==> src/verilog/rss_cfg.svh <==
`ifndef RSS_CFG_SVH
`define RSS_CFG_SVH

// Bit positions inside the reset cause status byte.
`define RSS_BIT_POR 7
`define RSS_BIT_PIN 6
`define RSS_BIT_WDOG 5
`define RSS_BIT_OPCODE 4
`define RSS_BIT_BADADDR 3
`define RSS_BIT_WAKE 2
`define RSS_BIT_LOWV 1

// Bit position of the force bit inside the debug force reset byte.
`define RSS_BIT_FORCE 0

// Flag values after a power-on or low-voltage reset.
`define RSS_FLAGS_POR 8'h82
// Bits of the status byte that are implemented; bit 0 always reads zero.
`define RSS_STATUS_MASK 8'hFE
`define RSS_ZERO_BYTE 8'h00

// Register addresses on the CPU and debug buses.
`define RSS_ADDR_RESET_CAUSE 16'h1800
`define RSS_ADDR_DEBUG_FORCE 16'h1801

// Internal reset hold time and its cycle count at the bus clock.
`define RSS_CLK_MHZ 25
`define RSS_RESET_HOLD_NS 320
`define RSS_RESET_HOLD_CYC ((`RSS_RESET_HOLD_NS * `RSS_CLK_MHZ + 999) / 1000)

`endif

==> src/verilog/rss_pkg.sv <==
package rss_pkg;

	typedef enum logic [2:0] {
		RSS_MODE_RUN,
		RSS_MODE_WAIT,
		RSS_MODE_STOP4,
		RSS_MODE_STOP3,
		RSS_MODE_STOP2,
		RSS_MODE_STOP1
	} rss_mode_t;

	typedef logic [7:0] rss_byte_t;

endpackage

==> src/verilog/rss_cause_if.sv <==
`timescale 1ns/1ps

interface rss_cause_if;
	rss_pkg::rss_byte_t cause;
	logic               quiet_reset;
	rss_pkg::rss_byte_t flags;
	logic               in_reset;

	modport src (output cause, output quiet_reset, input flags, input in_reset);
	modport cap (input cause, input quiet_reset, output flags, output in_reset);
endinterface

==> src/verilog/rss_capture.sv <==
`timescale 1ns/1ps
`include "rss_cfg.svh"

module rss_capture #(
	parameter int HOLD_CYC = `RSS_RESET_HOLD_CYC
) (
	input  wire logic   clk,
	input  wire logic   rst_n,
	rss_cause_if.cap    cif
);
	localparam int CW = $clog2(HOLD_CYC + 1);

	logic [CW-1:0]      cnt;
	logic               trigger;
	rss_pkg::rss_byte_t next_flags;

	assign trigger = (|cif.cause) | cif.quiet_reset;
	assign cif.in_reset = (cnt != '0);

	always_comb begin
		// A supply-related cause overrides every other source.
		if (cif.cause[`RSS_BIT_POR]) begin
			next_flags = `RSS_FLAGS_POR;
		end else if (cnt == '0) begin
			next_flags = cif.cause & `RSS_STATUS_MASK; // see R5 see R2
		end else begin
			next_flags = (cif.flags | cif.cause) & `RSS_STATUS_MASK;
		end
	end

	always_ff @(posedge clk) begin
		if (!rst_n) begin
			cnt <= CW'(HOLD_CYC);
		end else if (trigger) begin
			cnt <= CW'(HOLD_CYC);
		end else if (cnt != '0) begin
			cnt <= cnt - CW'(1);
		end
	end

	always_ff @(posedge clk) begin
		if (!rst_n) begin
			cif.flags <= `RSS_FLAGS_POR;
		end else if (trigger) begin
			cif.flags <= next_flags;
		end
	end
endmodule

==> src/verilog/rss_reset_status.sv <==
`timescale 1ns/1ps
`include "rss_cfg.svh"

// Operation
// Seven read-only flags record the cause of the latest reset and CPU writes never alter them.
// A reset forced by the debug host leaves every cause flag clear.
// A CPU write of any value to the status address restarts the watchdog and leaves the flags alone.
// A power-on or low-voltage reset sets bits 7 and 1 and clears all other flags.
// Any other reset sets each flag in bits 6 to 2 whose source was active and clears the rest.
// Bit 6 records a reset caused by the active-low external reset pin.
// Bit 5 records a watchdog timeout reset, which is blocked while the watchdog enable is 0.
// Bit 4 records an illegal opcode, including stop with stop mode off and background entry with it off.
// Bit 3 records an access to an unimplemented memory address.
// Bit 2 records a wake-up reset in run, wait, stop4 or stop3, while stop2 or stop1 exit flags the wake-up unit.
// A low-voltage reset happens only with both low-voltage enables set and the supply below the trip level.
// User program writes to the debug force register are ignored; only debug commands write it.
// Every read of the debug force register returns zero.
// A debug write of one to the force bit resets the whole controller.
// The debug host forces a reset by writing the force register with a serial memory-write command.
// Bit 0 of the status register is unimplemented and reads zero.
module rss_reset_status #(
	parameter int                 ADDR_W   = 16,
	parameter logic [ADDR_W-1:0] STATUS_AD = `RSS_ADDR_RESET_CAUSE,
	parameter logic [ADDR_W-1:0] FORCE_AD  = `RSS_ADDR_DEBUG_FORCE,
	parameter int                 HOLD_CYC = `RSS_RESET_HOLD_CYC
) (
	input  wire logic              MCLK_I,
	input  wire logic              RST_N_I,
	input  wire logic [ADDR_W-1:0] CPU_ADDR_I,
	input  wire logic              CPU_WR_I,
	input  wire logic              CPU_RD_I,
	input  wire logic [7:0]        CPU_WDATA_I,
	output logic      [7:0]        CPU_RDATA_O,
	input  wire logic [ADDR_W-1:0] DBG_ADDR_I,
	input  wire logic              DBG_WR_I,
	input  wire logic              DBG_RD_I,
	input  wire logic [7:0]        DBG_WDATA_I,
	output logic      [7:0]        DBG_RDATA_O,
	input  wire logic              RESET_PIN_N_I,
	input  wire logic              SUPPLY_BELOW_TRIP_I,
	input  wire logic              LOW_VOLTAGE_RESET_ENABLE_I,
	input  wire logic              LOW_VOLTAGE_STOP_DETECT_ENABLE_I,
	input  wire logic              WATCHDOG_TIMEOUT_I,
	input  wire logic              WATCHDOG_ENABLE_I,
	input  wire logic              UNIMPL_OPCODE_I,
	input  wire logic              STOP_EXEC_I,
	input  wire logic              BACKGROUND_EXEC_I,
	input  wire logic              STOP_MODE_ENABLE_I,
	input  wire logic              BACKGROUND_MODE_ENABLE_I,
	input  wire logic              ILLEGAL_ADDRESS_I,
	input  wire logic              WAKEUP_RESET_I,
	input  wire rss_pkg::rss_mode_t POWER_MODE_I,
	output logic                   WATCHDOG_RESTART_O,
	output logic                   WAKEUP_SOURCE_FLAG_O,
	output logic                   MCU_RESET_O
);
	function automatic logic addr_hit(input logic [ADDR_W-1:0] addr, input logic [ADDR_W-1:0] target);
		addr_hit = (addr == target);
	endfunction

	rss_cause_if cif ();

	logic pin_meta;
	logic pin_sync;
	logic trip_meta;
	logic trip_sync;
	logic low_voltage_reset;
	logic watchdog_reset;
	logic illegal_opcode;
	logic deep_stop;
	logic debug_force;
	logic cpu_status_wr;
	logic [7:0] status_view;

	// Pin and analog comparator levels come from outside the clock domain.
	always_ff @(posedge MCLK_I) begin
		if (!RST_N_I) begin
			pin_meta  <= 1'b1;
			pin_sync  <= 1'b1;
			trip_meta <= 1'b0;
			trip_sync <= 1'b0;
		end else begin
			pin_meta  <= RESET_PIN_N_I;
			pin_sync  <= pin_meta;
			trip_meta <= SUPPLY_BELOW_TRIP_I;
			trip_sync <= trip_meta;
		end
	end

	assign low_voltage_reset = trip_sync & LOW_VOLTAGE_RESET_ENABLE_I
		& LOW_VOLTAGE_STOP_DETECT_ENABLE_I;
	assign watchdog_reset = WATCHDOG_TIMEOUT_I & WATCHDOG_ENABLE_I;
	assign illegal_opcode = UNIMPL_OPCODE_I
		| (STOP_EXEC_I & ~STOP_MODE_ENABLE_I)
		| (BACKGROUND_EXEC_I & ~BACKGROUND_MODE_ENABLE_I);
	assign deep_stop = (POWER_MODE_I == rss_pkg::RSS_MODE_STOP2) || (POWER_MODE_I == rss_pkg::RSS_MODE_STOP1);
	// Only the debug port can reach the force bit; CPU writes there fall through.
	assign debug_force = DBG_WR_I && addr_hit(DBG_ADDR_I, FORCE_AD)
		&& DBG_WDATA_I[`RSS_BIT_FORCE]; // see R12 see R14
	assign cpu_status_wr = CPU_WR_I && addr_hit(CPU_ADDR_I, STATUS_AD);

	always_comb begin
		cif.cause = `RSS_ZERO_BYTE;
		if (low_voltage_reset) begin
			cif.cause = `RSS_FLAGS_POR;
		end
		cif.cause[`RSS_BIT_PIN]  = ~pin_sync;
		cif.cause[`RSS_BIT_WDOG] = watchdog_reset;
		cif.cause[`RSS_BIT_OPCODE]  = illegal_opcode;
		cif.cause[`RSS_BIT_BADADDR] = ILLEGAL_ADDRESS_I;
		cif.cause[`RSS_BIT_WAKE]    = WAKEUP_RESET_I & ~deep_stop;
	end

	// Resets with no status flag: debug force and wake-up out of the deepest stops.
	assign cif.quiet_reset = debug_force | (WAKEUP_RESET_I & deep_stop); // see R2

	rss_capture #(
		.HOLD_CYC (HOLD_CYC)
	) u_capture (
		.clk   (MCLK_I),
		.rst_n (RST_N_I),
		.cif   (cif)
	);

	assign MCU_RESET_O = cif.in_reset;
	assign status_view = cif.flags & `RSS_STATUS_MASK;

	always_ff @(posedge MCLK_I) begin
		if (!RST_N_I) begin
			WATCHDOG_RESTART_O <= 1'b0;
		end else begin
			WATCHDOG_RESTART_O <= cpu_status_wr;
		end
	end

	always_ff @(posedge MCLK_I) begin
		if (!RST_N_I) begin
			WAKEUP_SOURCE_FLAG_O <= 1'b0;
		end else begin
			WAKEUP_SOURCE_FLAG_O <= WAKEUP_RESET_I & deep_stop;
		end
	end

	// The force register has no read path, so it always returns zero.
	always_ff @(posedge MCLK_I) begin
		if (!RST_N_I) begin
			CPU_RDATA_O <= `RSS_ZERO_BYTE;
		end else if (CPU_RD_I && addr_hit(CPU_ADDR_I, STATUS_AD)) begin
			CPU_RDATA_O <= status_view;
		end else begin
			CPU_RDATA_O <= `RSS_ZERO_BYTE;
		end
	end

	always_ff @(posedge MCLK_I) begin
		if (!RST_N_I) begin
			DBG_RDATA_O <= `RSS_ZERO_BYTE;
		end else if (DBG_RD_I && addr_hit(DBG_ADDR_I, STATUS_AD)) begin
			DBG_RDATA_O <= status_view;
		end else begin
			DBG_RDATA_O <= `RSS_ZERO_BYTE;
		end
	end
endmodule
==> config.mk <==
export PLATFORM = sky130hd
export DESIGN_NAME = rss_reset_status
export DESIGN_NICKNAME = d
export VERILOG_FILES = /design/src/verilog/rss_pkg.sv /design/src/verilog/rss_cause_if.sv /design/src/verilog/rss_capture.sv /design/src/verilog/rss_reset_status.sv
export VERILOG_INCLUDE_DIRS = /design/src /design/src/verilog
export SDC_FILE = /design/constraint.sdc
export NUM_CORES = 1
export LEC_CHECK = 0
export BUFFER_PORTS_ARGS = -buffer_cell sky130_fd_sc_hd__buf_2
export CAP_MARGIN = 0
export CORE_MARGIN = 2
export CORE_UTILIZATION = 43
export DETAILED_ROUTE_END_ITERATION = 12
export MAX_ROUTING_LAYER = met4
export PLACE_DENSITY_LB_ADDON = 0.25
export SYNTH_ARGS = -nofsm -noshare
export SYNTH_HDL_FRONTEND = slang
export SYNTH_SLANG_ARGS = --single-unit
==> constraint.sdc <==
create_clock -name MCLK_I -period 3.1 [get_ports MCLK_I]
set_clock_uncertainty 0.05 [all_clocks]
set_input_delay 0.62 -clock MCLK_I [delete_from_list [all_inputs] [get_ports MCLK_I]]
set_output_delay 0.62 -clock MCLK_I [all_outputs]
set_load 0.01 [all_outputs]
## After elaboration in Yosys (flattened, before gate mapping)

Index checks and enable logic that the tools add are counted.

- $add $sub $neg: 1
- Equality and inequality tests: 5
- Mux-type cells: 3
- Bitwise operators: 17
- Reductions and logical operators: 12

Operators by type and width:

| cell | number |
|---|---|
| equality test 16 x 13 -> 1 bit (second input constant) | 3 |
| 2-to-1 mux 8 bit | 3 |
| bitwise OR 8 bit | 1 |
| OR reduction 8 bit | 1 |
| AND 1 bit | 7 |
| equality test 3 bit (second input constant) | 2 |
| logical AND 1 bit | 5 |
| inverter 1 bit | 5 |
| logical NOT 4 bit | 1 |
| bitwise OR 1 bit | 4 |
| AND reduction 2 bit | 2 |
| nonzero test 4 bit | 1 |
| subtractor 4 x 1 -> 4 bit (second input constant) | 1 |
| OR reduction 2 bit | 1 |
| logical OR 1 bit | 1 |

- Register bits: 34
- Bits of input ports: 70
- Output and inout bits: 19

## Logic depth before layout (Yosys ltp)

- Depth in word-level cells: 7
- Mapped depth: 7
- Gate-level depth less buffers: 6

## By module

From an unflattened synthesis, not the netlist that was laid out.

- Cell total of the unflattened synthesis: 137
- Area total of the unflattened synthesis: 1257.5 sq um

By module, submodules not included:

| module | instances | cells each | area an instance (sq um) | seq. area each (sq um) |
|---|---|---|---|---|
| rss_reset_status | 1 | 83 | 785.8 | 400.4 |
| rss_capture | 1 | 54 | 471.7 | 220.2 |

## Worst setup path after synthesis

No wires, ideal clock.

- Kind: input port to flip-flop
- Start point: in LOW_VOLTAGE_STOP_DETECT_ENABLE_I
- End point: reg u_capture.cnt[1]
- Arrival time: 1.655 ns
- Path slack: 1.296 ns
- Stages: 4
- Path buffers: 0
- Cells stage by stage: and3_4 a2111oi_4 o211ai_4 a2111oi_4

- Longest elaborated chain between the ends: 5

RTL lines:

| element | RTL line | source |
|---|---|---|
| start: declaration | rss_reset_status.sv:42 | `input wire logic LOW_VOLTAGE_STOP_DETECT_ENABLE_I,` |
| AND 1 bit | rss_reset_status.sv:91 | `& LOW_VOLTAGE_STOP_DETECT_ENABLE_I;` |
| 2-to-1 mux 8 bit | rss_reset_status.sv:104 | `if (low_voltage_reset) begin` |
| OR reduction 8 bit | rss_capture.sv:17 | `assign trigger = (\|cif.cause) \| cif.quiet_reset;` |
| bitwise OR 1 bit | rss_capture.sv:17 |  |
| OR reduction 2 bit (no source line) | n/a |  |
| end signal: assignment | rss_capture.sv:33 | `cnt <= CW'(HOLD_CYC);` |
| end signal: assignment | rss_capture.sv:35 | `cnt <= CW'(HOLD_CYC);` |
| end signal: assignment | rss_capture.sv:37 | `cnt <= cnt - CW'(1);` |
| end: declaration | rss_capture.sv:13 | `logic [CW-1:0] cnt;` |

No other way between the ends.
A chain may end at the register's enable or synchronous reset.

## Worst setup path in the final report

- Start point: reg u_capture.cnt[0]
- End point: out MCU_RESET_O

- Longest elaborated chain between the ends: 1

RTL lines:

| element | RTL line | source |
|---|---|---|
| nonzero test 4 bit | rss_capture.sv:18 | `assign cif.in_reset = (cnt != '0);` |
| end: declaration | rss_reset_status.sv:55 | `output logic MCU_RESET_O` |

No other way between the ends.

==> results_dict.tcl <==
set metrics [dict create \
    finalHoldViolations 0 \
    synth_ff_type "dfxtp_1" \
    clk_latency_ns 0.32 \
    drc 0 \
    setup-tns-final_ns 0 \
    wl_per_cell_um 11.7 \
    fin_crit_sh_pct 77.1 \
    vdd_drop_max_mv 0.358 \
    crit_type "reg -> out" \
    period_needed_ns 2.39 \
    cts_resized 0 \
    synth_top_cells_by_count "31 x dfxtp_1, 16 x and2_1, 10 x nor2_1" \
    core_um2 2760 \
    switching_share_pct 21.5 \
    drtIter0Drc 25 \
    rsz0062_at_grt "no" \
    arrival_ns 1.72 \
    antenna_found_initial 0 \
    pwr-share-comb_pct 9.2 \
    fp.dieH_um 57.7 \
    power_density_nw_per_um2 481 \
    layout.nets 267 \
    seqPwrFrac_pct 50.8 \
    cts_buffers 5 \
    hp-class "reg -> reg" \
    max_freq_mhz 419 \
    layout_setup_ws_ns 0.711 \
    netSwitchingPower_uw 176 \
    netlist_top_cells_area "dfxtp_1 50%, and2_1 8.1%, a2111oi_4 4.4%, o22a_1 3.5%, nand2b_1 3.0%" \
    io_buffers 70 \
    synth.top_cell.area_share_pct 50.1 \
    routabilityCongestion 0.717 \
    drive_gt1_share_pct 43.7 \
    clk_pin_slew_ns 0.10 \
    setup_viol 0 \
    netlist_area_um2 1240 \
    pre_cts_ws_ns 1.06 \
    yosys.area.top_type "dfxtp_1" \
    grt-ovfl-total 0 \
    grtUsageTotal_pct 18.2 \
    yosysMostFrequentCell "dfxtp_1" \
    cts_tree "done" \
    areaGrowthSynthToFinish_pct 36.7 \
    n_antenna_cell 0 \
    drtAntennaViolNets 0 \
    clockRootBuffer "clkbuf_4" \
    die_area_um2 3330 \
    ys_warn_count 0 \
    ios 89 \
    clock_power_share_pct 40.0 \
    ys_types 34 \
    hpwlAfterDp_mm 2.12 \
    postSynthAreaPerCell_um2 10.2 \
    p_int_uw 640 \
    postCtsSetupRepairBufs 0 \
    synth_edf_count 0 \
    postCtsHoldBufs 0 \
    cp.required_ns 2.43 \
    critPathLaunchType "register" \
    initial_utilization_pct 45.0 \
    outcome "complete, no violations" \
    synth_seq_cells 31 \
    die-width_um 57.7 \
    vias 1130 \
    finalWirelength_mm 2.67 \
    cts_max_level 2 \
    dr.pass1.iters 4 \
    max-cap-violations 0 \
    first_global_vias 1138 \
    drv_slew 0 \
    grt_first_pass_wirelength_mm 4.53 \
    fin_total_pwr_uw 816 \
    endpoint_kind "primary output" \
    seq_area_frac_synth_pct 50.1 \
    vias_per_cell 4.96 \
    cp_max_fo 10 \
    leakage_nw 0.817 \
    synthArstFlopShare_pct 0 \
    clockBufferDepth 2 \
    cts.sinks 31 \
    grt_max_degree 11 \
    row_count 19 \
    syn_inst 122 \
]
state kept, by name (all words and copies together), names as in the netlist:
signal,count
CPU_RDATA_O,7
DBG_RDATA_O,7
WAKEUP_SOURCE_FLAG_O,1
WATCHDOG_RESTART_O,1
pin_meta,1
pin_sync,1
trip_meta,1
trip_sync,1
u_capture.cif.flags,7
u_capture.cnt,4
metal layers:
metal,vias to the layer above,global-route usage [%],part of all wire [%]
li1,570,-,-
met1,502,19.4,38
met2,53,31.2,51
met3,5,4.69,8.5
met4,0,9.30,1.7
met5,-,-,0
layout by cell type, fill, tap and decap left out, types with 2 or more instances in the layout:
| master | instances |
|---|---|
| buf_2 | 70 |
| inv_1 | 5 |
| a21oi_1 | 6 |
| nand4_1 | 2 |
| dfxtp_1 | 31 |
| o22a_1 | 5 |
| nor4_1 | 4 |
| nor3_2 | 2 |
| clkbuf_4 | 5 |
| nor3_1 | 4 |
| and2_1 | 16 |
| a22oi_1 | 2 |
| conb_1 | 2 |
| nand2_1 | 6 |
| nor2_1 | 10 |
| nand2b_1 | 6 |
| a2111oi_4 | 2 |
layout make-up:
class                      instances  area, um^2
clock buffer                       6        51.3
multi-input combinational         82         577
inverter                           6        22.5
tap                               31        38.8
timing repair buffer              70         350
fill                             231        1060
clock inverter                     2        35.0
sequential                        31         621
power by group through the flow:
stage / Combinational (mW) / Clock (mW) / Sequential [mW]
after floorplan: 0.0360 / 0 / 0.422
after CTS: 0.0756 / 0.332 / 0.415
after global placement: 0.0715 / 0 / 0.424
after detailed placement: 0.0751 / 0 / 0.424
final: 0.0749 / 0.326 / 0.415
after global routing: 0.0836 / 0.352 / 0.417
kinds of logic (layout without fill, tap and decap cells):
logic type | Yosys count | after routing | share of synthesized area (%)
and+or+nand+nor | 58 | 58 | 27.6
xor gates and xnor gates | 1 | 1 | 0.706
DFF | 31 | 31 | 50.1
AOI/OAI and AO/OA | 20 | 20 | 16.5
buffers and inverters | 10 | 84 | 3.73
other | 1 | 2 | 0.302
adders and majority gates | 1 | 1 | 1.01
worst max-delay path, stage by stage, from the launching register on:
cell,delay (ns)
dfxtp_1,0.35
inv_1,0.07
ha_1,0.19
or3b_1,0.56
buf_2,0.23
worst paths after layout:
| kind | cells past startpoint | slack [ns] | start | to |
|---|---|---|---|---|
| setup / recovery | 4 | 0.71 | u_capture.cnt[0]$_SDFFE_PP0N_ | MCU_RESET_O |
| hold / removal | 1 | 0.38 | pin_meta$_SDFF_PN1_ | pin_sync$_SDFF_PN1_ |
| setup reg to reg | 6 | 1.33 | u_capture.cnt[0]$_SDFFE_PP0N_ | u_capture.cif.flags[2]$_SDFFE_PN0P_ |
| hold reg to reg | 1 | 0.38 | pin_meta$_SDFF_PN1_ | pin_sync$_SDFF_PN1_ |
per-stage QoR:
step | cell area (um^2) | cells | utilization (%) | hold slack (ns)
after floorplan | 1240 | 123 | - | 0.336
after global placement | 1610 | 220 | 58.3 | 0.347
after detailed placement | 1610 | 220 | 58.3 | 0.361
after CTS | 1700 | 228 | 61.5 | 0.378
after global routing | 1700 | 228 | 61.5 | 0.406
final | 1700 | 228 | 61.5 | 0.381
(Power assumes the default switching activity.)
